**src/logic/mtc_pkg.sv**
```systemverilog
// How it works
// RULE_01 - read port A address is micro-instruction bits 4..12, used at decode phase
// RULE_02 - read port B address is micro-instruction bits 13..21, used at decode phase
// RULE_03 - write select bits 22..30 load the write address latch at primitive time
// RULE_04 - a trap sets taking-trap, clears primitive-good and both enable flags
// RULE_05 - a trap disables auxiliary conditions and sets retry-in-progress if retry enabled
// RULE_06 - after a trap the pipe restarts at 16X, X from a lookup table
// RULE_07 - while trapping, register-file writes and counter increment are blocked
// RULE_08 - when the fetched micro-instruction is ready, trap flags clear and sequencing resumes
// RULE_09 - monitor bits 48,50,53,56,59,62 and user bit 51 are catchable
// RULE_10 - catcher rank enabled by code 13 or job-mode trap; it blocks condition inputs
// RULE_11 - conditions held in the rank are strobed into the registers once disabled
// RULE_12 - a disabled rank is a 50 ns delay; instruction exit disables it
// RULE_13 - a set catchable bit stays set and traps only with catchable enable
// RULE_14 - catchable enable set by code 6 or exit; cleared by ring field, A, traps
// RULE_15 - other bits are non-catchable; they trap only with non-catchable enable
// RULE_16 - non-catchable enable set by code 7 or exit; cleared by code A or traps
// RULE_17 - user bits 50,54,58,59,60 and ring-zero monitor bit 60 need both enables
// RULE_18 - monitor register reads into top 16 operand bits at process-state location 05
// RULE_19 - writing top 16 bits of location 05 writes the monitor register 50 ns later
// RULE_20 - monitor bits 50 and 53 set whenever their inputs assert; code routes them through the rank, which holds them while enabled
// RULE_21 - monitor bit 51 sets on descriptor length over 63 with code 8
// RULE_22 - monitor bit 52 sets on translator address error 200 ns after primitive time
// RULE_23 - trap request is OR of set bits gated by enables; reset clears the rank
package mtc_pkg;
  localparam int CLK_NS = 40;
  localparam int DELAY_NS = 50;
  localparam int DELAY_CYC = (DELAY_NS + CLK_NS - 1) / CLK_NS;
  localparam int ADDR_ERR_NS = 200;
  localparam int ADDR_ERR_CYC = (ADDR_ERR_NS + CLK_NS - 1) / CLK_NS;
  localparam int RGA_LO = 4;
  localparam int RGB_LO = 13;
  localparam int RGC_LO = 22;
  localparam int SEL_W = 9;
  localparam logic [8:0] MON_LOC = 9'h005;
  localparam int COND_BASE = 48;
  localparam logic [5:0] AUX_CATCH_EN = 6'h06;
  localparam logic [5:0] AUX_NCATCH_EN = 6'h07;
  localparam logic [5:0] AUX_DESC_CHK = 6'h08;
  localparam logic [5:0] AUX_RANK_EN = 6'h13;
  localparam logic [3:0] EXT_DISABLE = 4'hA;
  localparam logic [6:0] DESC_MAX = 7'h3F;
  // bit index = condition number - 48
  localparam logic [15:0] MON_CATCH = 16'h4925;
  localparam logic [15:0] USR_CATCH = 16'h0008;
  localparam logic [15:0] USR_BOTH = 16'h1C44;
  localparam int MON_B51 = 3;
  localparam int MON_B52 = 4;
  localparam int MON_B60 = 12;
  localparam logic [7:0] TRAP_BASE = 8'h16;
  localparam logic [3:0] TRAP_X_COND = 4'h0;
  localparam logic [3:0] TRAP_X_CATCH = 4'h2;
  localparam logic [3:0] TRAP_X_OTHER = 4'h4;
  localparam logic [15:0] ZERO16 = 16'h0000;
endpackage : mtc_pkg

```
**src/logic/mtc_unit.sv**
```systemverilog
`timescale 1ns/1ps
module mtc_unit (
  input wire logic i_clk,
  input wire logic i_rst_n,
  input wire logic [31:0] i_micro,
  input wire logic i_decode_phase,
  input wire logic i_primitive,
  input wire logic [5:0] i_aux_code,
  input wire logic [3:0] i_ext_code,
  input wire logic i_ring_field,
  input wire logic i_instr_exit,
  input wire logic i_job_mode,
  input wire logic i_retry_enable,
  input wire logic i_ring_zero_a_load,
  input wire logic i_other_trap,
  input wire logic i_cs_ready,
  input wire logic [15:0] i_mon_cond_in,
  input wire logic [15:0] i_usr_cond_in,
  input wire logic [6:0] i_desc_len,
  input wire logic i_addr_spec_err,
  input wire logic [8:0] i_wr_addr,
  input wire logic i_wr_hi,
  input wire logic [15:0] i_wr_data,
  input wire logic i_process_state_select,
  input wire logic [8:0] i_rd_addr,
  output logic [8:0] o_read_port_a_select,
  output logic [8:0] o_read_port_b_select,
  output logic [8:0] o_write_address_latch,
  output logic [15:0] o_monitor_condition,
  output logic [15:0] o_user_condition,
  output logic [15:0] o_operand_hi,
  output logic o_taking_trap,
  output logic o_primitive_good,
  output logic o_catch_en,
  output logic o_ncatch_en,
  output logic o_aux_disable,
  output logic o_retry_in_progress,
  output logic o_rf_write_block,
  output logic o_pc_inc_block,
  output logic o_restart,
  output logic [11:0] o_restart_addr,
  output logic o_trap_req
);
  typedef struct packed {
    logic [8:0] read_port_a_select;
    logic [8:0] read_port_b_select;
    logic [8:0] write_address_latch;
    logic [15:0] mon;
    logic [15:0] usr;
    logic [15:0] rank_mon;
    logic [15:0] rank_usr;
    logic rank_en;
    logic catch_en;
    logic ncatch_en;
    logic taking;
    logic prim_good;
    logic aux_dis;
    logic retry;
    logic restart;
    logic [11:0] raddr;
    logic [15:0] opnd;
    logic wr_pend;
    logic [15:0] wr_data;
    logic [3:0] aerr_cnt;
    logic trap_req;
  } mtc_state_t;
  mtc_state_t q;
  mtc_state_t d;
  logic [15:0] mon_req;
  logic [15:0] usr_req;
  logic [15:0] usr_single;
  logic trap_now;
  logic [3:0] trap_x;
  logic unused_hi;
  assign unused_hi = i_micro[31] | (|i_micro[3:0]);
  // trap-address lookup: low digit from the highest-priority cause
  always_comb begin
    trap_x = mtc_pkg::TRAP_X_COND;
    if (i_other_trap) begin
      trap_x = mtc_pkg::TRAP_X_OTHER;
    end else if (|(q.mon & mtc_pkg::MON_CATCH) || |(q.usr & mtc_pkg::USR_CATCH)) begin
      trap_x = mtc_pkg::TRAP_X_CATCH;
    end
  end
  always_comb begin
    usr_single = q.usr & ~mtc_pkg::USR_BOTH;
    mon_req = q.mon & ((q.catch_en ? mtc_pkg::MON_CATCH : mtc_pkg::ZERO16)
      | (q.ncatch_en ? ~mtc_pkg::MON_CATCH : mtc_pkg::ZERO16)); // [RULE_13] [RULE_15]
    if (i_ring_zero_a_load && !(q.catch_en && q.ncatch_en)) begin
      mon_req[mtc_pkg::MON_B60] = 1'b0; // [RULE_17]
    end
    usr_req = (usr_single & ((q.catch_en ? mtc_pkg::USR_CATCH : mtc_pkg::ZERO16)
      | (q.ncatch_en ? ~mtc_pkg::USR_CATCH : mtc_pkg::ZERO16)))
      | (q.usr & mtc_pkg::USR_BOTH & {16{q.catch_en & q.ncatch_en}}); // [RULE_17]
    trap_now = (|mon_req) | (|usr_req) | i_other_trap; // [RULE_23]
  end
  always_comb begin
    d = q;
    d.restart = 1'b0;
    d.read_port_a_select = i_decode_phase ? i_micro[mtc_pkg::RGA_LO +: mtc_pkg::SEL_W] : q.read_port_a_select; // [RULE_01]
    d.read_port_b_select = i_decode_phase ? i_micro[mtc_pkg::RGB_LO +: mtc_pkg::SEL_W] : q.read_port_b_select; // [RULE_02]
    if (i_primitive) begin
      d.write_address_latch = i_micro[mtc_pkg::RGC_LO +: mtc_pkg::SEL_W]; // [RULE_03]
    end
    // rank: pure one-cycle delay when open, a holding latch when enabled
    if (q.rank_en) begin
      d.rank_mon = q.rank_mon | (i_mon_cond_in & mtc_pkg::MON_CATCH); // [RULE_11]
      d.rank_usr = q.rank_usr | (i_usr_cond_in & mtc_pkg::USR_CATCH);
    end else begin
      d.rank_mon = i_mon_cond_in & mtc_pkg::MON_CATCH; // [RULE_12] [RULE_09]
      d.rank_usr = i_usr_cond_in & mtc_pkg::USR_CATCH;
      d.mon = q.mon | q.rank_mon; // [RULE_11]
      d.usr = q.usr | q.rank_usr;
    end
    d.mon = d.mon | (i_mon_cond_in & ~mtc_pkg::MON_CATCH); // [RULE_20]
    d.usr = d.usr | (i_usr_cond_in & ~mtc_pkg::USR_CATCH);
    if (i_aux_code == mtc_pkg::AUX_DESC_CHK && i_desc_len > mtc_pkg::DESC_MAX
        && i_primitive) begin
      d.mon[mtc_pkg::MON_B51] = 1'b1; // [RULE_21]
    end
    // translator error sets bit 52 after the fixed delay
    // the bit lands even when a new error reloads the count in the same cycle
    if (q.aerr_cnt == 4'h1) begin
      d.mon[mtc_pkg::MON_B52] = 1'b1; // [RULE_22]
    end
    if (i_addr_spec_err && i_primitive) begin
      d.aerr_cnt = 4'(mtc_pkg::ADDR_ERR_CYC);
    end else if (q.aerr_cnt != 4'h0) begin
      d.aerr_cnt = q.aerr_cnt - 4'h1;
    end
    // monitor write lands one cycle (50 ns rounded) after primitive time
    d.wr_pend = i_primitive && i_wr_hi && i_wr_addr == mtc_pkg::MON_LOC;
    d.wr_data = i_wr_data;
    if (q.wr_pend) begin
      d.mon = q.wr_data; // [RULE_19]
    end
    d.opnd = (i_process_state_select && i_rd_addr == mtc_pkg::MON_LOC)
      ? q.mon : mtc_pkg::ZERO16; // [RULE_18]
    if (i_aux_code == mtc_pkg::AUX_CATCH_EN || i_instr_exit) begin
      d.catch_en = 1'b1; // [RULE_14]
    end
    if (i_aux_code == mtc_pkg::AUX_NCATCH_EN || i_instr_exit) begin
      d.ncatch_en = 1'b1; // [RULE_16]
    end
    if (i_ring_field || i_ext_code == mtc_pkg::EXT_DISABLE) begin
      d.catch_en = 1'b0; // [RULE_14]
    end
    if (i_ext_code == mtc_pkg::EXT_DISABLE) begin
      d.ncatch_en = 1'b0; // [RULE_16]
    end
    if (i_aux_code == mtc_pkg::AUX_RANK_EN) begin
      d.rank_en = 1'b1; // [RULE_10]
    end
    if (i_instr_exit) begin
      d.rank_en = 1'b0; // [RULE_12]
    end
    d.trap_req = trap_now;
    if (trap_now && !q.taking) begin
      d.taking = 1'b1; // [RULE_04]
      d.prim_good = 1'b0;
      d.catch_en = 1'b0;
      d.ncatch_en = 1'b0;
      d.aux_dis = 1'b1; // [RULE_05]
      d.retry = i_retry_enable ? 1'b1 : q.retry;
      d.restart = 1'b1; // [RULE_06]
      d.raddr = {mtc_pkg::TRAP_BASE, trap_x};
      if (i_job_mode) begin
        d.rank_en = 1'b1; // [RULE_10]
      end
    end else if (q.taking && i_cs_ready) begin
      d.taking = 1'b0; // [RULE_08]
      d.prim_good = 1'b1;
      d.aux_dis = 1'b0;
      d.retry = 1'b0;
    end
  end
  always_ff @(posedge i_clk) begin
    if (!i_rst_n) begin
      q <= '0; // [RULE_23]
      q.prim_good <= 1'b1;
    end else begin
      q <= d;
    end
  end
  assign o_read_port_a_select = q.read_port_a_select;
  assign o_read_port_b_select = q.read_port_b_select;
  assign o_write_address_latch = q.write_address_latch;
  assign o_monitor_condition = q.mon;
  assign o_user_condition = q.usr;
  assign o_operand_hi = q.opnd;
  assign o_taking_trap = q.taking;
  assign o_primitive_good = q.prim_good;
  assign o_catch_en = q.catch_en;
  assign o_ncatch_en = q.ncatch_en;
  assign o_aux_disable = q.aux_dis;
  assign o_retry_in_progress = q.retry;
  assign o_rf_write_block = q.taking; // [RULE_07]
  assign o_pc_inc_block = q.taking; // [RULE_07]
  assign o_restart = q.restart;
  assign o_restart_addr = q.raddr;
  assign o_trap_req = q.trap_req;

  a_trap_blocks: assert property (@(posedge i_clk) disable iff (!i_rst_n)
    o_taking_trap |-> o_rf_write_block && o_pc_inc_block)
    else $error("blocks not held while trapping"); // [RULE_07]
  a_trap_entry: assert property (@(posedge i_clk) disable iff (!i_rst_n)
    (trap_now && !q.taking) |=> q.taking && !q.prim_good && !q.catch_en && !q.ncatch_en)
    else $error("trap entry flags wrong"); // [RULE_04]
  a_trap_vector: assert property (@(posedge i_clk) disable iff (!i_rst_n)
    o_restart |-> o_restart_addr[11:4] == mtc_pkg::TRAP_BASE)
    else $error("restart address outside 16X"); // [RULE_06]
  a_trap_leave: assert property (@(posedge i_clk) disable iff (!i_rst_n)
    (q.taking && i_cs_ready && !trap_now) |=> !q.taking && q.prim_good)
    else $error("trap not released"); // [RULE_08]
  a_mon_write: assert property (@(posedge i_clk) disable iff (!i_rst_n)
    (i_primitive && i_wr_hi && i_wr_addr == mtc_pkg::MON_LOC) ##1 1'b1
    |=> o_monitor_condition == $past(i_wr_data, 2))
    else $error("monitor write lost"); // [RULE_19]
  a_rank_hold: assert property (@(posedge i_clk) disable iff (!i_rst_n)
    (q.rank_en && q.rank_mon[0] && !i_instr_exit && !(trap_now && !q.taking)) |=> q.rank_mon[0])
    else $error("caught condition dropped"); // [RULE_11]
  a_catch_gate: assert property (@(posedge i_clk) disable iff (!i_rst_n)
    (!q.catch_en && !q.ncatch_en && !i_other_trap) |-> !trap_now)
    else $error("trap without enable"); // [RULE_13]
  a_exit_enables: assert property (@(posedge i_clk) disable iff (!i_rst_n)
    (i_instr_exit && !i_ring_field && i_ext_code != mtc_pkg::EXT_DISABLE && !trap_now)
    |=> q.catch_en && q.ncatch_en)
    else $error("exit failed to enable"); // [RULE_14]
  a_rga_field: assert property (@(posedge i_clk) disable iff (!i_rst_n)
    i_decode_phase |=> o_read_port_a_select == $past(i_micro[mtc_pkg::RGA_LO +: mtc_pkg::SEL_W])
    && o_read_port_b_select == $past(i_micro[mtc_pkg::RGB_LO +: mtc_pkg::SEL_W]))
    else $error("read select mismatch"); // [RULE_01]
  a_wr_latch: assert property (@(posedge i_clk) disable iff (!i_rst_n) // [RULE_03]
    i_primitive |=> o_write_address_latch == $past(i_micro[mtc_pkg::RGC_LO +: mtc_pkg::SEL_W]))
    else $error("write latch mismatch");
  a_restart_pulse: assert property (@(posedge i_clk) disable iff (!i_rst_n) // [RULE_06]
    o_restart |=> !o_restart)
    else $error("restart pulse too long");
  a_retry_set: assert property (@(posedge i_clk) disable iff (!i_rst_n) // [RULE_05]
    (trap_now && !q.taking && i_retry_enable) |=> o_retry_in_progress)
    else $error("retry flag not set");
  a_aux_disable: assert property (@(posedge i_clk) disable iff (!i_rst_n) // [RULE_05]
    (trap_now && !q.taking) |=> o_aux_disable)
    else $error("aux conditions not disabled");
  a_taking_hold: assert property (@(posedge i_clk) disable iff (!i_rst_n) // [RULE_07]
    (q.taking && !i_cs_ready) |=> q.taking)
    else $error("trap dropped early");
  a_prim_good: assert property (@(posedge i_clk) disable iff (!i_rst_n) // [RULE_08]
    !q.taking |-> o_primitive_good)
    else $error("primitive good low outside trap");
  a_operand_read: assert property (@(posedge i_clk) disable iff (!i_rst_n) // [RULE_18]
    (i_process_state_select && i_rd_addr == mtc_pkg::MON_LOC)
    |=> o_operand_hi == $past(o_monitor_condition))
    else $error("operand read mismatch");
  a_desc_error: assert property (@(posedge i_clk) disable iff (!i_rst_n) // [RULE_21]
    (i_primitive && i_aux_code == mtc_pkg::AUX_DESC_CHK && i_desc_len > mtc_pkg::DESC_MAX
    && !q.wr_pend) |=> o_monitor_condition[mtc_pkg::MON_B51])
    else $error("descriptor error not set");
  a_addr_error: assert property (@(posedge i_clk) disable iff (!i_rst_n) // [RULE_22]
    (q.aerr_cnt == 4'h1 && !q.wr_pend) |=> o_monitor_condition[mtc_pkg::MON_B52])
    else $error("address error not set");
  a_rank_strobe: assert property (@(posedge i_clk) disable iff (!i_rst_n) // [RULE_11]
    (!q.rank_en && q.rank_mon[0] && !q.wr_pend) |=> o_monitor_condition[0])
    else $error("rank not strobed");
  a_rank_block: assert property (@(posedge i_clk) disable iff (!i_rst_n) // [RULE_10]
    (q.rank_en && !q.wr_pend) |=> (o_monitor_condition & mtc_pkg::MON_CATCH)
    == ($past(o_monitor_condition) & mtc_pkg::MON_CATCH))
    else $error("rank let a condition through");
  a_rank_delay: assert property (@(posedge i_clk) disable iff (!i_rst_n) // [RULE_12]
    (!q.rank_en && i_mon_cond_in[0]) |=> q.rank_mon[0])
    else $error("rank delay lost a condition");
  a_exit_rank: assert property (@(posedge i_clk) disable iff (!i_rst_n) // [RULE_12]
    (i_instr_exit && !(trap_now && !q.taking && i_job_mode)) |=> !q.rank_en)
    else $error("exit left rank enabled");
  a_rank_enable: assert property (@(posedge i_clk) disable iff (!i_rst_n) // [RULE_10]
    (i_aux_code == mtc_pkg::AUX_RANK_EN && !i_instr_exit) |=> q.rank_en)
    else $error("rank not enabled");
  a_job_rank: assert property (@(posedge i_clk) disable iff (!i_rst_n) // [RULE_10]
    (trap_now && !q.taking && i_job_mode) |=> q.rank_en)
    else $error("job mode trap left rank open");
  a_ring_clear: assert property (@(posedge i_clk) disable iff (!i_rst_n) // [RULE_14]
    i_ring_field |=> !o_catch_en)
    else $error("ring field kept catch enable");
  a_catch_set: assert property (@(posedge i_clk) disable iff (!i_rst_n) // [RULE_14]
    (i_aux_code == mtc_pkg::AUX_CATCH_EN && !i_ring_field && i_ext_code != mtc_pkg::EXT_DISABLE
    && !(trap_now && !q.taking)) |=> o_catch_en)
    else $error("catch enable not set");
  a_ncatch_set: assert property (@(posedge i_clk) disable iff (!i_rst_n) // [RULE_16]
    (i_aux_code == mtc_pkg::AUX_NCATCH_EN && i_ext_code != mtc_pkg::EXT_DISABLE
    && !(trap_now && !q.taking)) |=> o_ncatch_en)
    else $error("non-catchable enable not set");
  a_ext_clear: assert property (@(posedge i_clk) disable iff (!i_rst_n) // [RULE_16]
    (i_ext_code == mtc_pkg::EXT_DISABLE) |=> !o_catch_en && !o_ncatch_en)
    else $error("extended code kept an enable");
  a_ncatch_gate: assert property (@(posedge i_clk) disable iff (!i_rst_n) // [RULE_15]
    (!q.ncatch_en && !i_other_trap && (q.mon & mtc_pkg::MON_CATCH) == mtc_pkg::ZERO16
    && (q.usr & mtc_pkg::USR_CATCH) == mtc_pkg::ZERO16) |-> !trap_now)
    else $error("non-catchable trap without enable");
  a_mon_sticky: assert property (@(posedge i_clk) disable iff (!i_rst_n) // [RULE_13]
    !q.wr_pend |=> (o_monitor_condition & $past(o_monitor_condition))
    == $past(o_monitor_condition))
    else $error("monitor bit dropped");
  // user bits have no write path here, so only reset may clear them
  a_usr_sticky: assert property (@(posedge i_clk) disable iff (!i_rst_n) // [RULE_15]
    o_user_condition[0] |=> o_user_condition[0])
    else $error("user bit dropped");
  a_usr_keep: assert property (@(posedge i_clk) disable iff (!i_rst_n) // [RULE_15]
    1'b1 |=> (o_user_condition & $past(o_user_condition)) == $past(o_user_condition))
    else $error("user bits dropped");
  a_trap_req: assert property (@(posedge i_clk) disable iff (!i_rst_n) // [RULE_23]
    trap_now |=> o_trap_req)
    else $error("trap request not raised");
endmodule : mtc_unit

```
**config.mk**
```make
export PLATFORM = sky130hd
export DESIGN_NAME = mtc_unit
export DESIGN_NICKNAME = d
export VERILOG_FILES = /design/src/logic/mtc_pkg.sv /design/src/logic/mtc_unit.sv
export SDC_FILE = /design/constraint.sdc
export NUM_CORES = 1
export LEC_CHECK = 0
export BUFFER_PORTS_ARGS = -buffer_cell sky130_fd_sc_hd__buf_4
export CAP_MARGIN = 15
export CORE_UTILIZATION = 40
export DETAILED_ROUTE_END_ITERATION = 10
export PLACE_DENSITY = 0.73
export SETUP_SLACK_MARGIN = 0.05
export SKIP_CTS_REPAIR_TIMING = 1
export SYNTH_ARGS = -nofsm -noshare
export SYNTH_HDL_FRONTEND = slang
export SYNTH_SLANG_ARGS = --single-unit
```
**constraint.sdc**
```tcl
create_clock -name i_clk -period 1.6 [get_ports i_clk]
set_input_delay 0.08 -clock i_clk [delete_from_list [all_inputs] [get_ports i_clk]]
set_output_delay 0.08 -clock i_clk [all_outputs]
set_load 0.01 [all_outputs]
```
==> results.md, run 1 <==
- Result of the run: complete, but fails checks
- Violated checks: negative hold slack, negative setup slack
- Cell breakdown of the critical path: or4_1 > o21a_1 > o21ai_4 > a21oi_4 > a31o_1
- Largest driver fanout on the critical path: 8
- CTS tree: built
- Global-route wire length before repair: 16.6 mm
- Antenna Cells: 0
- Final setup violation count: 9
- Clock buffer count from CTS: 17
- Number of stages on the worst hold path: 3
- Cell Pwr Density: 1140 nW/um^2
- Endpoint type of the worst setup path: register
- DRC: 0
- Achievable Freq: 590 MHz
- Switching part of the total: 0.243
- Clock share of power: 0.458
- Latest clock arrival within the worst-skew pair: 0.40 ns
- Clk slew on worst S/H paths: 0.05 ns
- Dpl cell area: 5780 um^2
- NumNets Final: 824
- Finished Cell Area: 7290 um^2
- Setup repair after global routing missed its margin: yes
- Total Routed Length: 12.8 mm
- Number of rows in the core area: 39
- Count of port buffers added during placement: 207
- Number of antenna violations at the first check in global routing: 0
- Crit-path max cell delay: 0.51 ns
- Post-synthesis sequential area ratio: 0.490
- CTS root buffer: sky130_fd_sc_hd__clkbuf_16
- Critical path class: register to register
- Global-route total usage across every layer: 0.185
- R2R Path End: q[57]
- Area Growth Syn to Fin: 56.3%
- Total overflow reported by the global router: 0
- Reg2reg path depth: 5
- Vias after detailed routing: 3936
- Reg-to-reg slack, setup: -0.09 ns
- Starting density of the core: 0.410
- Number of detailed-route iterations in the first pass: 4
- Final period demand of the worst path: 1.69 ns
- CP Buf/Inv Count: 0
- Reg power frac: 0.384
- Startpoint type of the worst setup path: register
- NetSw: 2.03 mW
- Horiz. Die Dim: 110 um
- Number of sinks on the clock net: 114
- Max-cap violations: 0
- Via count of the first global-routing pass: 3459
- Routability-driven placement congestion ratio: 0.810
- Actual transition at the worst max-transition pin: 0.590 ns
- Stages on worst setup path: 5
- Cells after Synth: 467
- Yosys reg bits: 114
- Netlist Area Pre-Place: 4660 um^2
- Count of nets left with antenna violations after detail routing: 0
- Hold crit path type: primary input to register
- Int Pwr: 6.31 mW
- Capture point of the critical path: q[57]
- Hold slack final: -0.0524 ns
- Die outline area: 12100 um^2
- Setup WS post-layout: -0.0947 ns
- Crit share post-route: 1.06
- P_leak: 3.33 nW
- Data arrival time of the critical path: 1.98 ns
- # H-tree levels: 4
- Placeable core region: 11400 um^2
- Via density per instance: 4.64
- IR Drop Worst-Case VDD: 590 uV
- Yosys synthesis warning count: 0
- Maximum root-to-sink buffer count: 2
- Worst R2R Start: o_user_condition[2]
- Slowest-stage cell, CP: sky130_fd_sc_hd__or4_1
- Mean cell area of the mapped netlist: 9.98 um^2
- Slew Limit Fails: 0
- Worst-case clock skew: 0.00975 ns
- Maximum number of pins on one net before global-route repair: 46
- Worst-case headroom to the max-slew limit: 0.606
- Wire length per cell: 15.0 um
- HPWL after detailed placement: 8.48 mm
- Number of distinct library cells after synthesis: 43
- I/O pin count: 226
- Die H: 110 um
- Delay-heaviest family, CP: compound AO/OA/AOI/OAI gates
- Fraction of layout instances using a drive strength above 1: 0.377
- Combinational cell fraction of total power: 0.158
- Launch point of the worst path: o_user_condition[2]
- Data required, critical path: 1.88 ns
- Share of the core filled with cells: 0.641
- Final hold violation count: 2
- Number of DRC markers in iteration 0: 153
[layout make-up]
class	count	area [um^2]
Timing Repair Buffer	310	2550
Clock inverter	13	161
Sequential cell	114	2280
Clock buffer	19	443
Tap cell	143	179
Multi-Input combinational cell	244	1640
Fill cell	869	4080
Inverter	6	22.5
[worst min-delay path by stage]
stage                  from                       to
5_1_grt          i_micro[8]  o_read_port_a_select[4]
3_3_place_gp   i_ring_field               o_catch_en
4_1_cts        i_ring_field               o_catch_en
6_report         i_micro[8]  o_read_port_a_select[4]
2_1_floorplan  i_ring_field               o_catch_en
3_5_place_dp   i_ring_field               o_catch_en
[tightest hold or removal path: stages]
cell and delay, ns:
sky130_fd_sc_hd__buf_4 0.08, sky130_fd_sc_hd__mux2i_1 0.05, sky130_fd_sc_hd__nor2b_1 0.10
[cells by family (layout without fill, tap and decap cells)]
logic type | Yosys count | count (layout) | synth area share
AOI/OAI and AO/OA | 74 | 74 | 0.104
xor gates and xnor gates | 2 | 2 | 0.00376
adders and majority gates | 2 | 2 | 0.00537
buffers and inverters | 115 | 348 | 0.168
DFF | 114 | 114 | 0.490
muxes | 29 | 29 | 0.0625
other | 1 | 7 | 0.000804
and+or+nand+nor | 130 | 130 | 0.167
[synthesized netlist by cell type]
cell,count,area (um^2)
sky130_fd_sc_hd__nor3b_1,2,15.0
sky130_fd_sc_hd__nor4_1,6,37.5
sky130_fd_sc_hd__mux2_2,1,11.3
sky130_fd_sc_hd__or4_1,2,15.0
sky130_fd_sc_hd__o31ai_1,1,7.51
sky130_fd_sc_hd__nand4bb_1,1,11.3
sky130_fd_sc_hd__nand2_1,10,37.5
sky130_fd_sc_hd__clkbuf_1,15,56.3
sky130_fd_sc_hd__a21boi_0,2,15.0
sky130_fd_sc_hd__o21ai_4,1,16.3
sky130_fd_sc_hd__ha_1,2,25.0
sky130_fd_sc_hd__nor2_1,13,48.8
sky130_fd_sc_hd__conb_1,1,3.75
sky130_fd_sc_hd__and4b_1,1,10.0
sky130_fd_sc_hd__o21a_1,17,128
sky130_fd_sc_hd__a31o_1,2,17.5
sky130_fd_sc_hd__inv_1,6,22.5
sky130_fd_sc_hd__and2_1,34,213
sky130_fd_sc_hd__mux2i_1,28,280
sky130_fd_sc_hd__nand3b_1,1,7.51
sky130_fd_sc_hd__xnor2_1,2,17.5
sky130_fd_sc_hd__dfxtp_1,114,2280
sky130_fd_sc_hd__o21ai_1,1,5.00
sky130_fd_sc_hd__nand4_1,2,12.5
sky130_fd_sc_hd__clkbuf_8,1,13.8
sky130_fd_sc_hd__nor4b_1,3,26.3
sky130_fd_sc_hd__a21oi_1,23,115
sky130_fd_sc_hd__a311oi_1,2,17.5
sky130_fd_sc_hd__nor4_2,2,25.0
sky130_fd_sc_hd__buf_4,90,676
sky130_fd_sc_hd__buf_1,1,3.75
sky130_fd_sc_hd__o22ai_2,1,12.5
sky130_fd_sc_hd__nor2b_1,38,238
sky130_fd_sc_hd__a21oi_4,1,16.3
sky130_fd_sc_hd__a2111oi_0,1,8.76
sky130_fd_sc_hd__nand4b_1,1,8.76
sky130_fd_sc_hd__o21ai_0,18,90.1
sky130_fd_sc_hd__o2111ai_1,1,8.76
sky130_fd_sc_hd__a211oi_1,2,15.0
sky130_fd_sc_hd__and3_1,1,6.26
sky130_fd_sc_hd__buf_2,2,10.0
sky130_fd_sc_hd__o211a_1,1,10.0
sky130_fd_sc_hd__nor3_1,13,65.1
[registers in the layout (all words and copies together), names as in the netlist, 3 cells and up]
register / cells
o_monitor_condition: 16
o_read_port_a_select: 9
q: 29
o_operand_hi: 16
o_restart_addr: 3
o_user_condition: 16
o_write_address_latch: 9
o_read_port_b_select: 9
[power groups by stage]
| stage | combinational, mW | sequential, mW | clock [mW] |
|---|---|---|---|
| floorplan | 0.709 | 3.22 | 0 |
| global placement | 1.07 | 3.24 | 0 |
| finish | 1.31 | 3.20 | 3.82 |
| detailed placement | 1.11 | 3.25 | 0 |
| global route | 1.43 | 3.23 | 4.02 |
| CTS | 1.12 | 3.20 | 3.90 |
[per-layer routing]
| metal | routed length, um | GRT usage |
|---|---|---|
| met1 | 5020 | 0.204 |
| met4 | 201 | 0.0771 |
| met3 | 875 | 0.0581 |
| met2 | 6670 | 0.328 |
| met5 | 0 | 0 |
[placed cells by master, fill, tap and decap left out, types with 2 or more instances in the layout]
cell and n:
sky130_fd_sc_hd__xnor2_1 2, sky130_fd_sc_hd__conb_1 7, sky130_fd_sc_hd__clkbuf_16 17, sky130_fd_sc_hd__nor4b_1 3
sky130_fd_sc_hd__a31o_1 2, sky130_fd_sc_hd__ha_1 2, sky130_fd_sc_hd__nor2_1 13, sky130_fd_sc_hd__inv_1 6
sky130_fd_sc_hd__nor4_1 5, sky130_fd_sc_hd__o21ai_0 18, sky130_fd_sc_hd__clkinv_4 5, sky130_fd_sc_hd__clkinv_2 4
sky130_fd_sc_hd__nand2_1 10, sky130_fd_sc_hd__nor3_1 12, sky130_fd_sc_hd__nor2b_1 38, sky130_fd_sc_hd__o21a_1 17
sky130_fd_sc_hd__a211oi_1 2, sky130_fd_sc_hd__nor4_2 2, sky130_fd_sc_hd__dlygate4sd3_1 85, sky130_fd_sc_hd__a311oi_1 2
sky130_fd_sc_hd__nand4_1 2, sky130_fd_sc_hd__or4_1 2, sky130_fd_sc_hd__a21oi_1 23, sky130_fd_sc_hd__a21boi_0 2
sky130_fd_sc_hd__mux2i_1 28, sky130_fd_sc_hd__dfxtp_1 113, sky130_fd_sc_hd__buf_4 224, sky130_fd_sc_hd__and2_1 34
sky130_fd_sc_hd__nor3b_1 2, sky130_fd_sc_hd__bufinv_16 3
[metrics by stage]
stage	setup TNS, ns	hold slack, ns	instances	power (mW)	setup WS, ns
after detailed placement	-1.21	0.261	729	4.36	-0.192
final	-0.470	-0.0524	849	8.34	-0.0947
after floorplan	0	0.151	473	3.93	0.00762
after global placement	-0.276	0.249	729	4.31	-0.0794
after CTS	-1.48	-0.168	761	8.22	-0.218
after global routing	-1.21	-0.0204	849	8.68	-0.179
No activity file was read; power rests on OpenSTA's default activity.
==> run 2: changes to the inputs <==
--- a/config.mk
+++ b/config.mk
@@ -7,9 +7,12 @@
 export LEC_CHECK = 0
 export BUFFER_PORTS_ARGS = -buffer_cell sky130_fd_sc_hd__buf_4
 export CAP_MARGIN = 15
-export CORE_UTILIZATION = 40
+export CELL_PAD_IN_SITES_DETAIL_PLACEMENT = 0
+export CELL_PAD_IN_SITES_GLOBAL_PLACEMENT = 1
+export CORE_UTILIZATION = 30
 export DETAILED_ROUTE_END_ITERATION = 10
-export PLACE_DENSITY = 0.73
+export GPL_ROUTABILITY_DRIVEN = 0
+export PLACE_DENSITY = 0.74
 export SETUP_SLACK_MARGIN = 0.05
 export SKIP_CTS_REPAIR_TIMING = 1
 export SYNTH_ARGS = -nofsm -noshare
==> results.md, run 2 (synthesis gave the netlist of run 1 again) <==
- Result of the run: complete, but fails checks
- Violated checks: negative setup slack
- Number of stages on the worst hold path: 3
- Startpoint type of the worst setup path: register
- Clk slew on worst S/H paths: 0.05 ns
- Cell breakdown of the critical path: or4_4 > o21a_1 > o21ai_4 > a21oi_4 > nor4_2
- Number of flip-flops in the largest register: 29
- Reg power frac: 0.383
- Fraction of layout instances using a drive strength above 1: 0.368
- Register bank with the most flops: q
- Maximum root-to-sink buffer count: 2
- Setup WS post-layout: -0.0783 ns
- Die outline area: 16000 um^2
- I/O pin count: 226
- Commonest non-fill, non-tap cells in the layout: sky130_fd_sc_hd__buf_4 (221), sky130_fd_sc_hd__dfxtp_1 (114), sky130_fd_sc_hd__dlygate4sd3_1 (90), sky130_fd_sc_hd__nor2b_1 (38), sky130_fd_sc_hd__and2_1 (34)
- Vias after detailed routing: 3927
- Actual transition at the worst max-transition pin: 0.555 ns
- NetSw: 2.07 mW
- IR Drop Worst-Case VDD: 803 uV
- Critical path class: register to register
- Slowest-stage cell, CP: sky130_fd_sc_hd__or4_4
- Cell Pwr Density: 1140 nW/um^2
- CTS tree: built
- Reg2reg path depth: 5
- Crit-path max cell delay: 0.52 ns
- # H-tree levels: 4
- DRC: 0
- Via density per instance: 4.39
- Worst-case clock skew: 0.00395 ns
- Total overflow reported by the global router: 0
- Via count of the first global-routing pass: 3602
- CP Buf/Inv Count: 0
- Area Growth Syn to Fin: 57.3%
- Antenna Cells: 0
- Hold crit path type: primary input to register
- Number of detailed-route iterations in the first pass: 4
- Latest clock arrival within the worst-skew pair: 0.41 ns
- Post-place setup slack: -0.0949 ns
- Maximum number of pins on one net before global-route repair: 37
- Reg-to-reg slack, setup: -0.08 ns
- Data required, critical path: 1.92 ns
- Setup repair after global routing missed its margin: yes
- Clock buffer count from CTS: 17
- Number of antenna violations at the first check in global routing: 0
- Final setup violation count: 7
- Int Pwr: 6.27 mW
- Switching part of the total: 0.249
- Clock share of power: 0.463
- Worst min-delay path endpoint: o_restart_addr[1]
- Worst-case headroom to the max-slew limit: 0.630
- Dpl cell area: 5810 um^2
- Slew Limit Fails: 0
- Number of rows in the core area: 45
- P_leak: 3.32 nW
- Number of sinks on the clock net: 114
- Starting density of the core: 0.307
- Total Routed Length: 13.0 mm
- Count of nets left with antenna violations after detail routing: 0
- Combinational cell fraction of total power: 0.154
- Final hold violation count: 0
- Max-cap violations: 0
- Number of DRC markers in iteration 0: 93
- HPWL after detailed placement: 8.91 mm
- Worst R2R Start: o_user_condition[2]
- Finished Cell Area: 7330 um^2
- Horiz. Die Dim: 127 um
- NumNets Final: 825
- R2R Path End: o_catch_en
- Worst min-delay path startpoint: i_other_trap
- Achievable Freq: 596 MHz
- Placeable core region: 15200 um^2
- CTS root buffer: sky130_fd_sc_hd__clkbuf_16
- Global-route wire length before repair: 17.9 mm
- Largest driver fanout on the critical path: 8
- Most frequent standard cell in the layout excluding fill and tap cells: sky130_fd_sc_hd__buf_4
- Endpoint type of the worst setup path: register
- Crit share post-route: 1.05
- Die H: 127 um
- Delay-heaviest family, CP: simple AND/OR/NAND/NOR gates
- Global-route total usage across every layer: 0.149
- Final period demand of the worst path: 1.68 ns
- Count of port buffers added during placement: 207
- Wire length per cell: 14.5 um
- Data arrival time of the critical path: 2.00 ns
run 2: power by group through the flow:
stage	logic, mW	clock network [mW]	registers, mW
2_1_floorplan	0.709	0	3.22
3_3_place_gp	1.08	0	3.24
3_5_place_dp	1.11	0	3.26
4_1_cts	1.11	3.96	3.20
5_1_grt	1.40	4.10	3.22
6_report	1.28	3.87	3.20
run 2: cell type report:
cell class              instances  area [um^2]
repair buffers                311         2560
fillers                      1401         7870
multi-input cells             244         1630
clock buffers                  17          425
flip-flops and latches        114         2280
clock inverters                15          183
well taps                     188          235
inverters                       6         22.5
run 2: how the worst max path moves through the flow:
stage	start	to	slack (ns)	depth (start not counted)
global route	o_user_condition[2]	o_catch_en	-0.14	5
global placement	o_user_condition[2]	q[57]	-0.04	5
detailed placement	o_user_condition[2]	o_catch_en	-0.09	5
floorplan	o_user_condition[2]	q[57]	0.008	5
CTS	o_user_condition[2]	o_catch_en	-0.10	5
finish	o_user_condition[2]	o_catch_en	-0.08	5
run 2: per-stage QoR:
step | setup TNS, ns | util | hold slack (ns) | power, mW | std cells
global route | -0.821 | 0.482 | 0.0233 | 8.73 | 895
finish | -0.218 | 0.482 | 0.0157 | 8.35 | 895
floorplan | 0 | - | 0.151 | 3.93 | 473
global placement | -0.105 | 0.382 | 0.255 | 4.32 | 772
CTS | -0.352 | 0.422 | -0.182 | 8.27 | 804
detailed placement | -0.333 | 0.382 | 0.262 | 4.37 | 772
run 2: per-layer routing:
layer / track usage / part of all wire / up-vias
met5: 0 / 0 / -
met4: 0.0637 / 0.020 / 0
met3: 0.0586 / 0.063 / 22
met2: 0.257 / 0.51 / 155
met1: 0.163 / 0.40 / 1817
li1: - / - / 1933
run 2: worst min-delay path: cells and delay by family:
family,cells,cell delay [ns]
buffers and inverters,1,0.12
AND/OR/NAND/NOR,1,0.11
multiplexers,1,0.06
==> run 3: changes to the inputs <==
--- a/config.mk
+++ b/config.mk
@@ -5,14 +5,15 @@
 export SDC_FILE = /design/constraint.sdc
 export NUM_CORES = 1
 export LEC_CHECK = 0
+export ABC_AREA = 1
 export BUFFER_PORTS_ARGS = -buffer_cell sky130_fd_sc_hd__buf_4
 export CAP_MARGIN = 15
 export CELL_PAD_IN_SITES_DETAIL_PLACEMENT = 0
 export CELL_PAD_IN_SITES_GLOBAL_PLACEMENT = 1
-export CORE_UTILIZATION = 30
+export CORE_UTILIZATION = 29
 export DETAILED_ROUTE_END_ITERATION = 10
 export GPL_ROUTABILITY_DRIVEN = 0
-export PLACE_DENSITY = 0.74
+export PLACE_DENSITY = 0.75
 export SETUP_SLACK_MARGIN = 0.05
 export SKIP_CTS_REPAIR_TIMING = 1
 export SYNTH_ARGS = -nofsm -noshare
==> results.md, run 3 <==
- Result of the run: complete, but fails checks
- Violated checks: negative hold slack
- Cells after Synth: 583
- Wire length per cell: 12.5 um
- Final period demand of the worst path: 1.38 ns
- Final instance count without filler cells: 1027
- Number of flip-flops in the largest register: 29
- Mean cell area of the mapped netlist: 8.02 um^2
- HPWL after detailed placement: 8.93 mm
- Clock share of power: 0.453
- Critical path class: register to register
- Dpl cell area: 5820 um^2
- Register bank with the most flops: q
- Die outline area: 16600 um^2
- NumNets Final: 929
- Most frequent standard cell in the layout excluding fill and tap cells: sky130_fd_sc_hd__buf_4
- Finished Cell Area: 7280 um^2
- Netlist Area Pre-Place: 4670 um^2
- Achievable Freq: 726 MHz
- Via density per instance: 4.10
- DRC: 0
- Clk slew on worst S/H paths: 0.06 ns
- Yosys synthesis warning count: 0
- Cell Pwr Density: 1130 nW/um^2
- Slew Limit Fails: 0
- Vias after detailed routing: 4210
- Count of port buffers added during placement: 207
- # H-tree levels: 4
- Biggest area contributors in the synthesized netlist: sky130_fd_sc_hd__dfxtp_1 (49%), sky130_fd_sc_hd__buf_4 (15%), sky130_fd_sc_hd__nor2_1 (12%), sky130_fd_sc_hd__o21ai_0 (4.4%), sky130_fd_sc_hd__inv_1 (3.9%)
- Global-route total usage across every layer: 0.148
- CTS tree: built
- Reg power frac: 0.390
- Top cells by count, synth: sky130_fd_sc_hd__nor2_1 (145), sky130_fd_sc_hd__dfxtp_1 (114), sky130_fd_sc_hd__buf_4 (91)
- Latest clock arrival within the worst-skew pair: 0.41 ns
- Antenna Cells: 0
- Top-count cell post-synth: sky130_fd_sc_hd__nor2_1
- Number of detailed-route iterations in the first pass: 4
- Data arrival time of the critical path: 1.72 ns
- Max-cap violations: 0
- Area Growth Syn to Fin: 55.8%
- Number of flops mapped to enable cells by yosys: 0
- P_leak: 3.51 nW
- Number of rows in the core area: 46
- Commonest non-fill, non-tap cells in the layout: sky130_fd_sc_hd__buf_4 (213), sky130_fd_sc_hd__nor2_1 (143), sky130_fd_sc_hd__dfxtp_1 (114), sky130_fd_sc_hd__dlygate4sd3_1 (86), sky130_fd_sc_hd__inv_1 (49)
- Startpoint type of the worst setup path: register
- Number of DRC markers in iteration 0: 156
- Total Routed Length: 12.9 mm
- Proportion of synthesized flip-flops having asynchronous set or reset: 0
- Int Pwr: 6.09 mW
- I/O pin count: 226
- Cell type with the largest total area after synthesis: sky130_fd_sc_hd__dfxtp_1
- Number of sinks on the clock net: 114
- Crit share post-route: 0.861
- Maximum root-to-sink buffer count: 2
- Reg2reg path depth: 9
- Horiz. Die Dim: 129 um
- Reg-to-reg slack, setup: 0.22 ns
- Endpoint type of the worst setup path: register
- NetSw: 2.10 mW
- Total overflow reported by the global router: 0
- Number of stages on the worst hold path: 4
- Data required, critical path: 1.94 ns
- IR Drop Worst-Case VDD: 833 uV
- Placeable core region: 15800 um^2
- Share of the core filled with cells: 0.460
- Post-synthesis sequential area ratio: 0.488
- Yosys reg bits: 114
- Switching part of the total: 0.257
- Top FF cell, synth: sky130_fd_sc_hd__dfxtp_1
- Combinational cell fraction of total power: 0.157
- Clock buffer count from CTS: 17
- Setup TNS Final: 0 ns
- Global-route wire length before repair: 18.5 mm
- Maximum number of pins on one net before global-route repair: 63
- Number of placed cells counting well taps: 909
- Count of nets left with antenna violations after detail routing: 0
- Number of antenna violations at the first check in global routing: 1
- Worst-case clock skew: 0.00757 ns
- Post-layout power: 8.19 mW
- Via count of the first global-routing pass: 3632
- Post-synth top area share: 0.488
- Number of distinct library cells after synthesis: 34
- Final hold violation count: 3
- Setup repair after global routing missed its margin: no
- Final setup violation count: 0
- Hold slack final: -0.00713 ns
- Fraction of layout instances using a drive strength above 1: 0.324
- Hold crit path type: primary input to register
- Die H: 129 um
- Filler cells: 1543
- Starting density of the core: 0.295
- CTS root buffer: sky130_fd_sc_hd__clkbuf_16
- Largest driver fanout on the critical path: 6
-- run 3: path summary, 6_finish.rpt --
path	start	end
min reg2reg	o_primitive_good	o_primitive_good
max reg2reg	o_monitor_condition[9]	o_ncatch_en
max	o_monitor_condition[9]	o_ncatch_en
min	i_ext_code[3]	o_catch_en
-- run 3: metal layers --
metal	wire length [um]	global-route usage	vias up
li1	-	-	2167
met3	1060	0.0782	11
met1	5700	0.170	1877
met4	110	0.0498	2
met2	5990	0.237	153
met5	13	0	-
-- run 3: area by class of cell --
cell class                      count  area [um^2]  area share
Inverter                           52          195      0.0268
Tap cell                          216          270      0.0371
Multi-Input combinational cell    313         1470       0.202
Clock buffer                       20          447      0.0614
Timing Repair Buffer              300         2480       0.341
Clock inverter                     12          133      0.0182
Sequential cell                   114         2280       0.314
-- run 3: kinds of logic after synthesis --
group | Yosys count | share of synthesized area
AO/OA/AOI/OAI | 70 | 0.0825
XOR/XNOR | 1 | 0.00187
adder cells (fa/ha/maj) | 2 | 0.00535
buffers and inverters | 162 | 0.206
flip-flops | 114 | 0.488
other | 1 | 0.000802
AND/OR/NAND/NOR | 233 | 0.215
-- run 3: power by group through the flow --
stage | Sequential (mW) | Combinational, mW | Clock, mW
finish | 3.19 | 1.29 | 3.71
global route | 3.22 | 1.43 | 3.96
CTS | 3.19 | 1.12 | 3.82
detailed placement | 3.25 | 1.11 | 0
global placement | 3.25 | 1.11 | 0
floorplan | 3.22 | 0.725 | 0
-- run 3: per-stage QoR --
step / hold slack, ns / setup WS (ns)
CTS: -0.167 / 0.0510
global placement: 0.263 / 0.104
floorplan: 0.178 / 0.471
detailed placement: 0.265 / 0.0733
finish: -0.00713 / 0.223
global route: 0.000415 / 0.0642
-- run 3: critical path, cell delays in order (launching register included) --
cell and delay, ns:
sky130_fd_sc_hd__dfxtp_1 0.33, sky130_fd_sc_hd__nor2_1 0.14, sky130_fd_sc_hd__nand2_1 0.11, sky130_fd_sc_hd__nor2_4 0.12, sky130_fd_sc_hd__nand3_1 0.10, sky130_fd_sc_hd__nand2_1 0.13
sky130_fd_sc_hd__nand3_4 0.12, sky130_fd_sc_hd__nand2_4 0.11, sky130_fd_sc_hd__nand2_1 0.07, sky130_fd_sc_hd__nor2_1 0.08
